[config.mk]
export PLATFORM = sky130hd
export DESIGN_NAME = disk_ctrl_status_upper
export DESIGN_NICKNAME = d
export VERILOG_FILES = /design/src/design/disk_csr_pkg.sv /design/src/design/disk_ctrl_status_upper.sv /design/src/design/sticky_flags.sv
export SDC_FILE = /design/constraint.sdc
export NUM_CORES = 1
export LEC_CHECK = 0
export BUFFER_PORTS_ARGS = -buffer_cell sky130_fd_sc_hd__buf_2
export CORE_AREA = 2 2 108 110
export CTS_CLUSTER_SIZE = 8
export DETAILED_ROUTE_END_ITERATION = 7
export DIE_AREA = 0 0 110 112
export HOLD_SLACK_MARGIN = 0.06
export PLACE_DENSITY = 0.72
export SYNTH_ARGS = -nofsm -noshare
export SYNTH_HDL_FRONTEND = slang
export SYNTH_SLANG_ARGS = --single-unit
[constraint.sdc]
create_clock -name pclk -period 2.9 [get_ports pclk]
set_input_delay 0.145 -clock pclk [delete_from_list [all_inputs] [get_ports pclk]]
set_output_delay 0.145 -clock pclk [all_outputs]
set_load 0.005 [all_outputs]
[src/design/disk_csr_pkg.sv]
// Constants and carrier types for the disk control/status register block.
// Assumes a single 25 MHz clock domain and a 32-bit APB slave.
package disk_csr_pkg;

	// ==========================================================
	// Register map (byte addresses)
	localparam logic [7:0] CSR_OFFSET    = 8'h00;
	localparam logic [7:0] FAULT_OFFSET  = 8'h04;
	localparam logic [7:0] IRQ_ST_OFFSET = 8'h08;
	localparam logic [7:0] IRQ_MK_OFFSET = 8'h0C;

	// ==========================================================
	// Control/status field positions
	localparam int GO_BIT      = 0;
	localparam int FUNC_LSB    = 1;
	localparam int DONE_IRQ_BIT  = 6;
	localparam int RDY_BIT       = 7;
	localparam int STOP_SOFT_BIT = 8;
	localparam int SPARE_BIT     = 9;
	localparam int FORMAT_BIT    = 10;
	localparam int HOLD_BIT      = 11;
	localparam int UNUSED_BIT    = 12;
	localparam int SEARCH_BIT    = 13;
	localparam int HE_BIT      = 14;
	localparam int ERR_BIT     = 15;

	// Fault register: bits 05..15 are hard faults
	localparam logic [15:0] HARD_MASK = 16'hFFE0;
	localparam logic [15:0] CSR_RESET = 16'h0080;

	// Interrupt status bits
	localparam int IRQ_DONE  = 0;
	localparam int IRQ_HARD  = 1;
	localparam int IRQ_SOFT  = 2;
	localparam int IRQ_SRCH  = 3;
	localparam int IRQ_W     = 4;

	// ==========================================================
	// Timing: go may wait up to 3.3 ms for the sequencer
	localparam int  CLK_MHZ      = 25;
	localparam int  GO_WAIT_US   = 3300;
	localparam int  GO_WAIT_CYC  = GO_WAIT_US * CLK_MHZ;

	// ==========================================================
	// Function codes
	typedef enum logic [2:0] {
		FN_CTRL_RESET  = 3'b000,
		FN_WRITE       = 3'b001,
		FN_READ        = 3'b010,
		FN_WRITE_CHECK = 3'b011,
		FN_SEEK        = 3'b100,
		FN_READ_CHECK  = 3'b101,
		FN_DRIVE_RESET = 3'b110,
		FN_WRITE_LOCK  = 3'b111
	} func_t;

	// Controls handed to the sequencer
	typedef struct packed {
		logic       start;
		func_t      func;
		logic       format_mode;
		logic       hold_address;
		logic       halt;
		logic       skip_cyl_check;
		logic       header_only;
	} seq_ctl_t;

	// Events from the sequencer and drive
	typedef struct packed {
		logic        begun;
		logic        done;
		logic        sector_end;
		logic        soft_fault;
		logic [15:0] fault_set;
	} seq_evt_t;

endpackage

[src/design/disk_ctrl_status_upper.sv]
// Upper control/status bits of a moving-head disk controller, APB slave.
// Assumes a sequencer and drive interface providing pulse events on pclk.
`timescale 1ns/10ps

// Behaviour
// - Ready sets on init, hard fault or function end; clears on go.
// - Soft fault with stop option, no done-irq: halt at sector end silently.
// - Soft fault with stop option and done-irq: halt and interrupt at sector end.
// - Format-mode write skips the cylinder check but rewrites headers.
// - Format-mode read moves only one header word per sector.
// - Hold-address bit freezes the memory address counter.
// - Severe fault flag follows fault bits 05-15 and stops control activity.
// - Hard faults stay until init; a control reset cannot begin while one is set.
// - Error summary set while any fault bit set; clears when all clear.
// - Response to error summary depends on done-irq and stop options.
// - Go stays set until the controller begins the function.
module disk_ctrl_status_upper
	import disk_csr_pkg::*;
#(
	parameter int GO_TIMEOUT = disk_csr_pkg::GO_WAIT_CYC
) (
	// Clock and reset
	input  wire logic                    pclk,
	input  wire logic                    presetn,
	// APB slave
	input  wire logic                    psel,
	input  wire logic                    penable,
	input  wire logic                    pwrite,
	input  wire logic [7:0]              paddr,
	input  wire logic [31:0]             pwdata,
	output logic      [31:0]             prdata,
	output logic                         pready,
	output logic                         pslverr,
	// Sequencer side
	input  wire disk_csr_pkg::seq_evt_t  seq_evt,
	output disk_csr_pkg::seq_ctl_t       seq_ctl,
	output logic                         go_timeout,
	// Interrupt
	output logic                         irq
);
	import disk_csr_pkg::*;

	// ==========================================================
	// State
	logic                 go_ff;
	logic [2:0]           func_ff;
	logic [1:0]           ext_ff;
	logic                 done_irq_en_ff;
	logic                 rdy_ff;
	logic                 stop_soft_ff;
	logic                 spare_ff;
	logic                 format_ff;
	logic                 hold_ff;
	logic                 unused_ff;
	logic                 search_done_ff;
	logic                 hard_now;
	logic [15:0]          fault_ff;
	logic                 soft_pend_ff;
	logic                 halt_ff;
	logic                 search_fn_ff;
	logic [IRQ_W-1:0]     mask_ff;
	logic [IRQ_W-1:0]     irq_st;
	logic [31:0]          go_cnt_ff;
	logic                 bus_irq_ff;

	logic                 acc;
	logic                 wr;
	logic                 rd;
	logic                 wr_csr;
	logic                 ctrl_reset;
	logic                 he;
	logic                 err;
	logic                 soft_stop;
	logic [IRQ_W-1:0]     irq_set;
	logic [15:0]          csr_rd;

	assign acc        = psel && penable;
	assign wr         = acc && pwrite;
	assign rd         = acc && !pwrite;
	assign wr_csr     = wr && (paddr == CSR_OFFSET);
	assign ctrl_reset = seq_evt.begun && (func_ff == FN_CTRL_RESET);

	// Severe fault from upper fault bits
	assign he  = |(fault_ff & HARD_MASK);
	// Error summary tracks any fault bit
	assign err = |fault_ff;
	assign hard_now = |(seq_evt.fault_set & HARD_MASK);
	// Pending soft fault halts at sector end
	assign soft_stop = soft_pend_ff && seq_evt.sector_end;

	// ==========================================================
	// Control bits writable by software
	// Only writable fields load from the bus
	always_ff @(posedge pclk or negedge presetn) begin
		if (!presetn) begin
			func_ff        <= 3'h0;
			ext_ff         <= 2'h0;
			done_irq_en_ff <= 1'b0;
			stop_soft_ff   <= 1'b0;
			spare_ff       <= 1'b0;
			format_ff      <= 1'b0;
			hold_ff        <= 1'b0;
			unused_ff      <= 1'b0;
		end else if (wr_csr) begin
			func_ff        <= pwdata[FUNC_LSB +: 3];
			ext_ff         <= pwdata[5:4];
			done_irq_en_ff <= pwdata[DONE_IRQ_BIT];
			stop_soft_ff   <= pwdata[STOP_SOFT_BIT];
			spare_ff       <= pwdata[SPARE_BIT];
			format_ff      <= pwdata[FORMAT_BIT];
			hold_ff   <= pwdata[HOLD_BIT];
			unused_ff <= pwdata[UNUSED_BIT];
		end
	end

	// ==========================================================
	// Go bit and its wait watchdog
	always_ff @(posedge pclk or negedge presetn) begin
		if (!presetn) begin
			go_ff <= 1'b0;
		end else if (wr_csr && pwdata[GO_BIT] && !he) begin
			go_ff <= 1'b1;
		// Go holds until the sequencer begins
		end else if (seq_evt.begun) begin
			go_ff <= 1'b0;
		end
	end

	always_ff @(posedge pclk or negedge presetn) begin
		if (!presetn) begin
			go_cnt_ff  <= 32'h0000_0000;
			go_timeout <= 1'b0;
		end else if (!go_ff) begin
			go_cnt_ff  <= 32'h0000_0000;
			go_timeout <= 1'b0;
		end else begin
			if (go_cnt_ff < GO_TIMEOUT) begin
				go_cnt_ff <= go_cnt_ff + 32'h0000_0001;
			end
			go_timeout <= (go_cnt_ff >= GO_TIMEOUT);
		end
	end

	// ==========================================================
	// Ready flag
	always_ff @(posedge pclk or negedge presetn) begin
		if (!presetn) begin
			rdy_ff <= 1'b1;
		// Set on hard fault or termination
		end else if (he || seq_evt.done || soft_stop) begin
			rdy_ff <= 1'b1;
		end else if (wr_csr && pwdata[GO_BIT]) begin
			rdy_ff <= 1'b0;
		end
	end

	// ==========================================================
	// Fault register
	// Hard bits stick until init; control reset cannot begin while one is set
	always_ff @(posedge pclk or negedge presetn) begin
		if (!presetn) begin
			fault_ff <= 16'h0000;
		end else if (ctrl_reset) begin
			fault_ff <= seq_evt.fault_set;
		end else begin
			fault_ff <= fault_ff | seq_evt.fault_set;
		end
	end

	// ==========================================================
	// Soft-fault stop and halt
	always_ff @(posedge pclk or negedge presetn) begin
		if (!presetn) begin
			soft_pend_ff <= 1'b0;
		end else if (seq_evt.soft_fault && stop_soft_ff) begin
			soft_pend_ff <= 1'b1;
		end else if (seq_evt.sector_end || seq_evt.begun) begin
			soft_pend_ff <= 1'b0;
		end
	end

	// Hard fault stops all control action
	// Stop at sector end after soft fault
	always_ff @(posedge pclk or negedge presetn) begin
		if (!presetn) begin
			halt_ff <= 1'b0;
		end else if (he || soft_stop) begin
			halt_ff <= 1'b1;
		// New go lets software continue after a soft stop
		end else if (wr_csr && pwdata[GO_BIT]) begin
			halt_ff <= 1'b0;
		end
	end

	// ==========================================================
	// Search complete
	always_ff @(posedge pclk or negedge presetn) begin
		if (!presetn) begin
			search_fn_ff <= 1'b0;
		end else if (seq_evt.begun) begin
			search_fn_ff <= (func_ff == FN_SEEK) || (func_ff == FN_DRIVE_RESET);
		end
	end

	always_ff @(posedge pclk or negedge presetn) begin
		if (!presetn) begin
			search_done_ff <= 1'b0;
		// Set when seek or drive reset completes with interrupt
		end else if (seq_evt.done && search_fn_ff && done_irq_en_ff) begin
			search_done_ff <= 1'b1;
		// Cleared when a new function starts
		end else if (seq_evt.begun) begin
			search_done_ff <= 1'b0;
		end
	end

	// ==========================================================
	// Sequencer controls
	always_ff @(posedge pclk or negedge presetn) begin
		if (!presetn) begin
			seq_ctl <= '0;
		end else begin
			seq_ctl.start          <= go_ff && !seq_evt.begun && !halt_ff && !he && !hard_now;
			seq_ctl.func           <= func_t'(func_ff);
			seq_ctl.format_mode    <= format_ff;
			seq_ctl.hold_address   <= hold_ff;
			seq_ctl.halt           <= halt_ff || he || soft_stop || hard_now;
			seq_ctl.skip_cyl_check <= format_ff && (func_ff == FN_WRITE);
			seq_ctl.header_only    <= format_ff && (func_ff == FN_READ);
		end
	end

	// ==========================================================
	// Interrupt events
	// Soft stop raises request only with done-irq enabled
	// Error response gated by done-irq and stop options
	always_comb begin
		irq_set           = '0;
		irq_set[IRQ_DONE] = seq_evt.done && done_irq_en_ff;
		irq_set[IRQ_HARD] = hard_now && done_irq_en_ff;
		irq_set[IRQ_SOFT] = soft_stop && done_irq_en_ff;
		irq_set[IRQ_SRCH] = seq_evt.done && search_fn_ff && done_irq_en_ff;
	end

	sticky_flags #(
		.W (IRQ_W)
	) u_irq_flags (
		.pclk     (pclk),
		.presetn  (presetn),
		.set_in   (irq_set),
		.clr      (rd && (paddr == IRQ_ST_OFFSET)),
		.flags_ff (irq_st)
	);

	always_ff @(posedge pclk or negedge presetn) begin
		if (!presetn) begin
			mask_ff <= '0;
		end else if (wr && (paddr == IRQ_MK_OFFSET)) begin
			mask_ff <= pwdata[IRQ_W-1:0];
		end
	end

	always_ff @(posedge pclk or negedge presetn) begin
		if (!presetn) begin
			bus_irq_ff <= 1'b0;
		end else begin
			bus_irq_ff <= |(irq_st & mask_ff);
		end
	end
	assign irq = bus_irq_ff;

	// ==========================================================
	// APB read path
	always_comb begin
		csr_rd             = 16'h0000;
		csr_rd[FUNC_LSB+:3] = func_ff;
		csr_rd[5:4]        = ext_ff;
		csr_rd[DONE_IRQ_BIT]  = done_irq_en_ff;
		csr_rd[RDY_BIT]       = rdy_ff;
		csr_rd[STOP_SOFT_BIT] = stop_soft_ff;
		csr_rd[SPARE_BIT]     = spare_ff;
		csr_rd[FORMAT_BIT]    = format_ff;
		csr_rd[HOLD_BIT]      = hold_ff;
		csr_rd[UNUSED_BIT]    = unused_ff;
		csr_rd[SEARCH_BIT]    = search_done_ff;
		csr_rd[HE_BIT]     = he;
		csr_rd[ERR_BIT]    = err;
	end

	always_ff @(posedge pclk or negedge presetn) begin
		if (!presetn) begin
			prdata  <= 32'h0000_0000;
			pready  <= 1'b0;
			pslverr <= 1'b0;
		end else begin
			pready  <= psel && !penable;
			pslverr <= 1'b0;
			prdata  <= 32'h0000_0000;
			if (psel && !penable) begin
				unique case (paddr)
					CSR_OFFSET:    prdata <= {16'h0000, csr_rd};
					FAULT_OFFSET:  prdata <= {16'h0000, fault_ff};
					IRQ_ST_OFFSET: prdata <= {28'h000_0000, irq_st};
					IRQ_MK_OFFSET: prdata <= {28'h000_0000, mask_ff};
					default:       pslverr <= 1'b1;
				endcase
			end
		end
	end

endmodule // disk_ctrl_status_upper

[src/design/sticky_flags.sv]
// Sticky event flags, cleared by a read, with set winning over clear.
// Assumes synchronous event pulses on pclk.
`timescale 1ns/10ps
module sticky_flags #(
	parameter int W = 4
) (
	// Clock and reset
	input  wire logic         pclk,
	input  wire logic         presetn,
	// Events and clear
	input  wire logic [W-1:0] set_in,
	input  wire logic         clr,
	// State
	output logic      [W-1:0] flags_ff
);
	always_ff @(posedge pclk or negedge presetn) begin
		if (!presetn) begin
			flags_ff <= '0;
		end else begin
			flags_ff <= (clr ? '0 : flags_ff) | set_in;
		end
	end
endmodule // sticky_flags

==> run_results.csv, run 1 <==
group,metric,value,unit
setup_path,crit_chain,"nor4_1 > nand4_2 > or3_1 > or4_1 > a21boi_1",
clock_network,clockBufferDepth,2,
die,dieArea,12320,um2
global_routing,overflow,0,
drt,routed.top_layer,"met4",
drt,met2_wirelength,4715,um
sta,setup_tns,0,ps
setup_path,critPathArrivalTime,2820,ps
clock_network,htreeDepth,3,
drt,wirelength,9548,um
drt,drc,0,
drt,wl_met3,648,um
setup_path,crit_type,"flop to flop",
layout,instances_no_fill,616,
synthesis,synth_top_family_by_area,"simple AND/OR/NAND/NOR gates",
setup_path,max_stage_delay,660,ps
synthesis,ys_seq_elements,102,
drt,dr.pass1.iters,4,
clock_network,numCtsBuffers,9,
placement,dp_hpwl,6475,um
hold_path,hp-class,"input port to flop",
synthesis,syn_area_per_cell,12.00,um2
sta,drv_slew,0,
clock_network,clk_latency,340,ps
setup_path,critPathSlowestCell,"or3_1",
clock_network,clkTransAtPathRegs,70,ps
clock_network,cts_tree,"built",
setup_path,cp_max_fo,17,
setup_path,end_kind,"flop",
synthesis,mappedNetlistArea,4345,um2
layout,seqCellArea,2554,um2
die,start_util,38.89,%
layout,layout_commonest_cell,"dfrtp_1",
placement,numPlacedInstances,568,
die,row_count,39,
synthesis,yosys.area_share.simple,17.85,%
clock_network,cts_root_buf,"clkbuf_16",
sta,final_hold_viol_count,0,
synthesis,ys_async_sr_fraction,100.0,%
die,die_w,110,um
drt,wirelength_met1,4075,um
synthesis,synth_enable_flop_cells,0,
clock_network,cts_num_sinks,102,
sta,fmax,0.3920,GHz
power,vdd_drop_max,0.0002929,V
sta,grt_setup_unrepaired,"no",
setup_path,critPathLaunchType,"flop",
global_routing,first_global_vias,3241,
sta,final.period_utilization,87.96,%
die,pin_count,110,
global_routing,grt_pass1_wl,16000,um
layout,syn2layout_area_growth,24.82,%
placement,place_congestion,0.8058,
run,cap_violations,0,
power,power_density,515.4,nW/um2
synthesis,yosys_warnings,0,
synthesis,synthAdderAreaFrac,0.5759,%
setup_path,critical_path_required,3170,ps
drt,vias,3217,
synthesis,synthMuxAreaShare,7.314,%
layout,diodes,0,
status,run_status,"finished, final reports clean",
drt,viasPerCell,5.222,
synthesis,syn_inst,362,
layout,final_layout_size_suffix_gt1_share,25.58,%
placement,numPortBuffers,73,
clock_network,cts_resized,0,
synthesis,ys_types,52,
sta,period_needed,2551,ps
sta,final-setup-viol-count,0,
layout,nets,535,
synthesis,synth_flop_cell,"dfrtp_1",
die,chipHeight,112,um
layout,multi_input_area,1645,um2
drt,drt_iter0_drc,143,
sta,fin_skew,6.981,ps
drt,avgRoutedWirePerCell,15.50,um
global_routing,grt_max_degree,58,
global_routing,antenna_found_initial,0,
global_routing,track_usage,16.67,%
synthesis,synth_xor_xnor_area_share,0.8062,%
power,p_leak,0.002620,uW
die,core-area,11170,um2
synthesis,synth-compound-area-share,9.934,%
layout,mostFrequentLayoutCells,"101 x dfrtp_1, 72 x buf_2, 32 x dlygate4sd3_1",
drt,ant_nets,0,
sta,tightest_slew,720.3,ps
layout,fillCellCount,951,
sta,max_slew_margin,51.98,%
synthesis,seq_area_frac_synth,58.77,%
## through the flow
stage	setup WS [ps]	area (um2)	total power, uW	hold WS (ps)	utilization [%]
global route	123.6	5424	2910	91.29	48.54
finish	349.2	5424	2796	86.88	48.54
CTS	362.9	5424	2826	86.94	48.54
global placement	474.9	4815	1623	237.8	43.09
detailed placement	377.6	4815	1629	248.2	43.09
floorplan	769.3	4402	1557	-150.6	-
## critical path, delay by kind of cell (launching register included)
kind | cells | cell delay (ps)
compound gates | 1 | 150
flops | 1 | 370
simple gates | 4 | 1960
## Yosys cell counts, drive strengths merged (10+ instances only)
cell type	number	area share (%)
nand3	10	1.2
dfrtp	101	58
nand2	26	2.2
nor4	15	2.3
a22oi	13	2.2
a21o	18	3.1
and2	13	1.9
mux2	16	4.1
buf	20	3.4
nor2	15	1.3
clkbuf	10	0.86
and3	15	2.2
## final timing paths
path / startpoint / endpoint / slack [ps] / cells past startpoint
setup / recovery: go_cnt_ff[26] / go_cnt_ff[6] / 350 / 5
hold / removal: seq_evt[19] / search_done_ff / 90 / 2
setup reg to reg: go_cnt_ff[26] / go_cnt_ff[6] / 350 / 5
hold reg to reg: hold_ff / seq_ctl[3] / 420 / 0
max in group asynchronous: presetn / rdy_ff / 1750 / 3
min in group asynchronous: presetn / go_timeout / 410 / 2
## kinds of logic (layout without fill, tap and decap cells)
kind of cell | count (synthesis) | count (layout)
simple gates | 136 | 136
flops | 102 | 102
compound gates | 56 | 56
buf+inv | 35 | 131
mux | 26 | 26
xor+xnor | 4 | 4
fa+ha+maj | 2 | 2
other cells | 1 | 16
## power breakdown
group          total (uW)  internal [uW]  switching [uW]
combinational         160           83.5            76.5
clock                1160            603             559
sequential           1470           1450            24.4
## layout make-up
cell class | instances | share of cell area (%)
Sequential cell | 102 | 47.08
Multi-Input combinational cell | 240 | 30.33
Timing Repair Buffer | 110 | 13.61
Clock buffer | 9 | 4.152
Tap cell | 143 | 3.299
Clock inverter | 7 | 1.176
Inverter | 5 | 0.3460
## flip-flops by register name, indices dropped and copies added (netlist names), 2 cells and up
register / count
func_ff: 3
ext_ff: 2
prdata: 16
seq_ctl: 9
fault_ff: 16
go_cnt_ff: 32
u_irq_flags.flags_ff: 4
mask_ff: 4
## routing by layer
| metal | vias up | global-route usage, % |
|---|---|---|
| met2 | 120 | 26.71 |
| met3 | 8 | 4.157 |
| li1 | 1487 | - |
| met5 | - | 0 |
| met1 | 1602 | 22.63 |
| met4 | 0 | 4.304 |
## timing repair
action                                 in CTS  in global routing
endpoints found under the hold margin      89                  0
setup buffers                               0                  0
hold buffers                               32                  0
Power figures use the tool's default switching activity.
==> inputs of run 2 (changes only) <==
- MAX_ROUTING_LAYER: unset -> met4
- clock period: 2.9 -> 3.27 ns (I/O delays scaled with it)
==> run 2 against run 1 <==
Against the previous run: sequential power shrank 11%; clock power decreased by 9%; utilization decreased by 0.87 points; via count fell by 3.3%; non-clock buffer count fell by 10; total power is 11% lower; critical path type unchanged; critical endpoint is now go_cnt_ff[13].
==> run_results.csv, run 2 (same netlist as run 1, synthesis figures left out) <==
group,metric,value,unit
status,run_status,"finished, final reports clean",
placement,place_congestion,0.8313,
layout,mostFrequentLayoutCells,"101 x dfrtp_1, 72 x buf_2, 26 x nand2_1",
sta,final.period_utilization,75.77,%
placement,dpl_worst_slack,738.9,ps
hold_path,whs_path_depth,2,
run,cap_violations,0,
setup_path,crit_top_cell,"nor4_1",
layout,diodes,0,
die,start_util,38.89,%
setup_path,crit_type,"flop to flop",
setup_path,reg2reg_to,"go_cnt_ff[13]",
layout,largest_reg_flops,32,
die,row_count,39,
layout,layout_commonest_cell,"dfrtp_1",
drt,vias,3112,
sta,final-setup-viol-count,0,
drt,wirelength,9499,um
sta,grt_setup_unrepaired,"no",
power,power,2500,uW
die,chipHeight,112,um
drt,drt_iter0_drc,129,
layout,multi_input_area,1645,um2
setup_path,rr_worst_depth,5,
drt,dr.pass1.iters,4,
layout,fillCellCount,995,
layout,syn2layout_area_growth,22.57,%
die,die_w,110,um
setup_path,rrSetupSlack,790,ps
setup_path,critical_path_required,3530,ps
layout,regMostFlops,"go_cnt_ff",
placement,numPortBuffers,73,
clock_network,clk_latency,340,ps
sta,setup_tns,0,ps
sta,worst_slack,792.4,ps
drt,ant_nets,0,
layout,reg.largest.list,"go_cnt_ff (32), fault_ff (16), prdata (16)",
clock_network,htreeDepth,3,
hold_path,hp-class,"input port to flop",
die,pin_count,110,
clock_network,cts_resized,0,
layout,seqCellArea,2554,um2
power,power_density,469.3,nW/um2
die,dieArea,12320,um2
setup_path,critPathArrivalTime,2740,ps
hold_path,hp-start,"pwdata[8]",
global_routing,first_global_vias,3203,
sta,max_slew_margin,30.33,%
setup_path,max_stage_delay,650,ps
setup_path,cp_max_fo,17,
setup_path,end_kind,"flop",
drt,viasPerCell,5.144,
layout,nets,525,
clock_network,clkTransAtPathRegs,70,ps
clock_network,numCtsBuffers,9,
global_routing,grt_pass1_wl,15730,um
clock_network,cts_tree,"built",
placement,dp_hpwl,6579,um
setup_path,critPathLaunch,"go_cnt_ff[26]",
sta,tightest_slew,1045,ps
global_routing,track_usage,17.08,%
global_routing,grt_max_degree,51,
clock_network,cts_num_sinks,102,
power,vdd_drop_max,0.0002077,V
drt,avgRoutedWirePerCell,15.70,um
sta,period_needed,2478,ps
drt,drc,0,
sta,fin_skew,6.455,ps
die,core-area,11170,um2
sta,hold_slack,68.29,ps
clock_network,clockBufferDepth,2,
hold_path,hold_end,"stop_soft_ff",
global_routing,overflow,0,
layout,final_layout_size_suffix_gt1_share,25.54,%
setup_path,crit_chain,"nor4_1 > nand4_2 > or3_1 > nor4_1 > mux2i_1",
sta,drv_slew,0,
setup_path,critPathLaunchType,"flop",
setup_path,worstReg2RegStart,"go_cnt_ff[26]",
sta,fmax,0.4036,GHz
sta,final_hold_viol_count,0,
clock_network,cts_root_buf,"clkbuf_16",
global_routing,antenna_found_initial,0,
power,p_leak,0.002562,uW
setup_path,critPathSlowestCell,"or3_1",
## run 2: layer usage
metal | vias to the layer above | GRT usage, % | part of all wire (%)
met5 | - | - | 0
met4 | 0 | 5.316 | 1.5
met3 | 12 | 4.684 | 5.1
met2 | 100 | 25.77 | 48
met1 | 1538 | 22.43 | 45
li1 | 1462 | - | -
## run 2: how the worst max path moves through the flow
stage	to	slack (ps)	cells after the start
2_1_floorplan	go_cnt_ff[6]	1140	6
3_3_place_gp	rdy_ff	800	7
3_5_place_dp	rdy_ff	740	7
4_1_cts	go_cnt_ff[6]	750	5
5_1_grt	go_cnt_ff[13]	560	5
6_report	go_cnt_ff[13]	790	5
## run 2: layout make-up
type	instances	area share [%]
inverters	5	0.3524
multi-input cells	240	30.89
well taps	143	3.359
clock buffers	10	4.487
repair buffers	100	11.84
clock inverters	5	1.128
flip-flops and latches	102	47.94
## run 2: critical path: cells and delay by family (launching register included)
| kind | cells | cell delay [ps] |
|---|---|---|
| simple gates | 4 | 1800 |
| flops | 1 | 370 |
| mux | 1 | 230 |
## run 2: timing repair
| item | CTS | global route |
|---|---|---|
| hold buffers | 24 | 0 |
| hold endpoints to repair | 71 | 0 |
| buffers inserted | 0 | 0 |
## run 2: metrics by stage
| stage | std cells | util [%] | area, um2 |
|---|---|---|---|
| final | 605 | 47.67 | 5326 |
| after global routing | 605 | 47.67 | 5326 |
| after CTS | 605 | 47.67 | 5326 |
| after detailed placement | 566 | 42.84 | 4787 |
| after global placement | 566 | 42.84 | 4787 |
| after floorplan | 377 | - | 4402 |
## run 2: where the power goes
group | internal [uW] | total (uW) | switching, uW | leakage, uW
Clock | 609 | 1060 | 450 | 0.000133
Combinational | 66.7 | 132 | 65.7 | 0.00107
Sequential | 1290 | 1310 | 22.3 | 0.00136
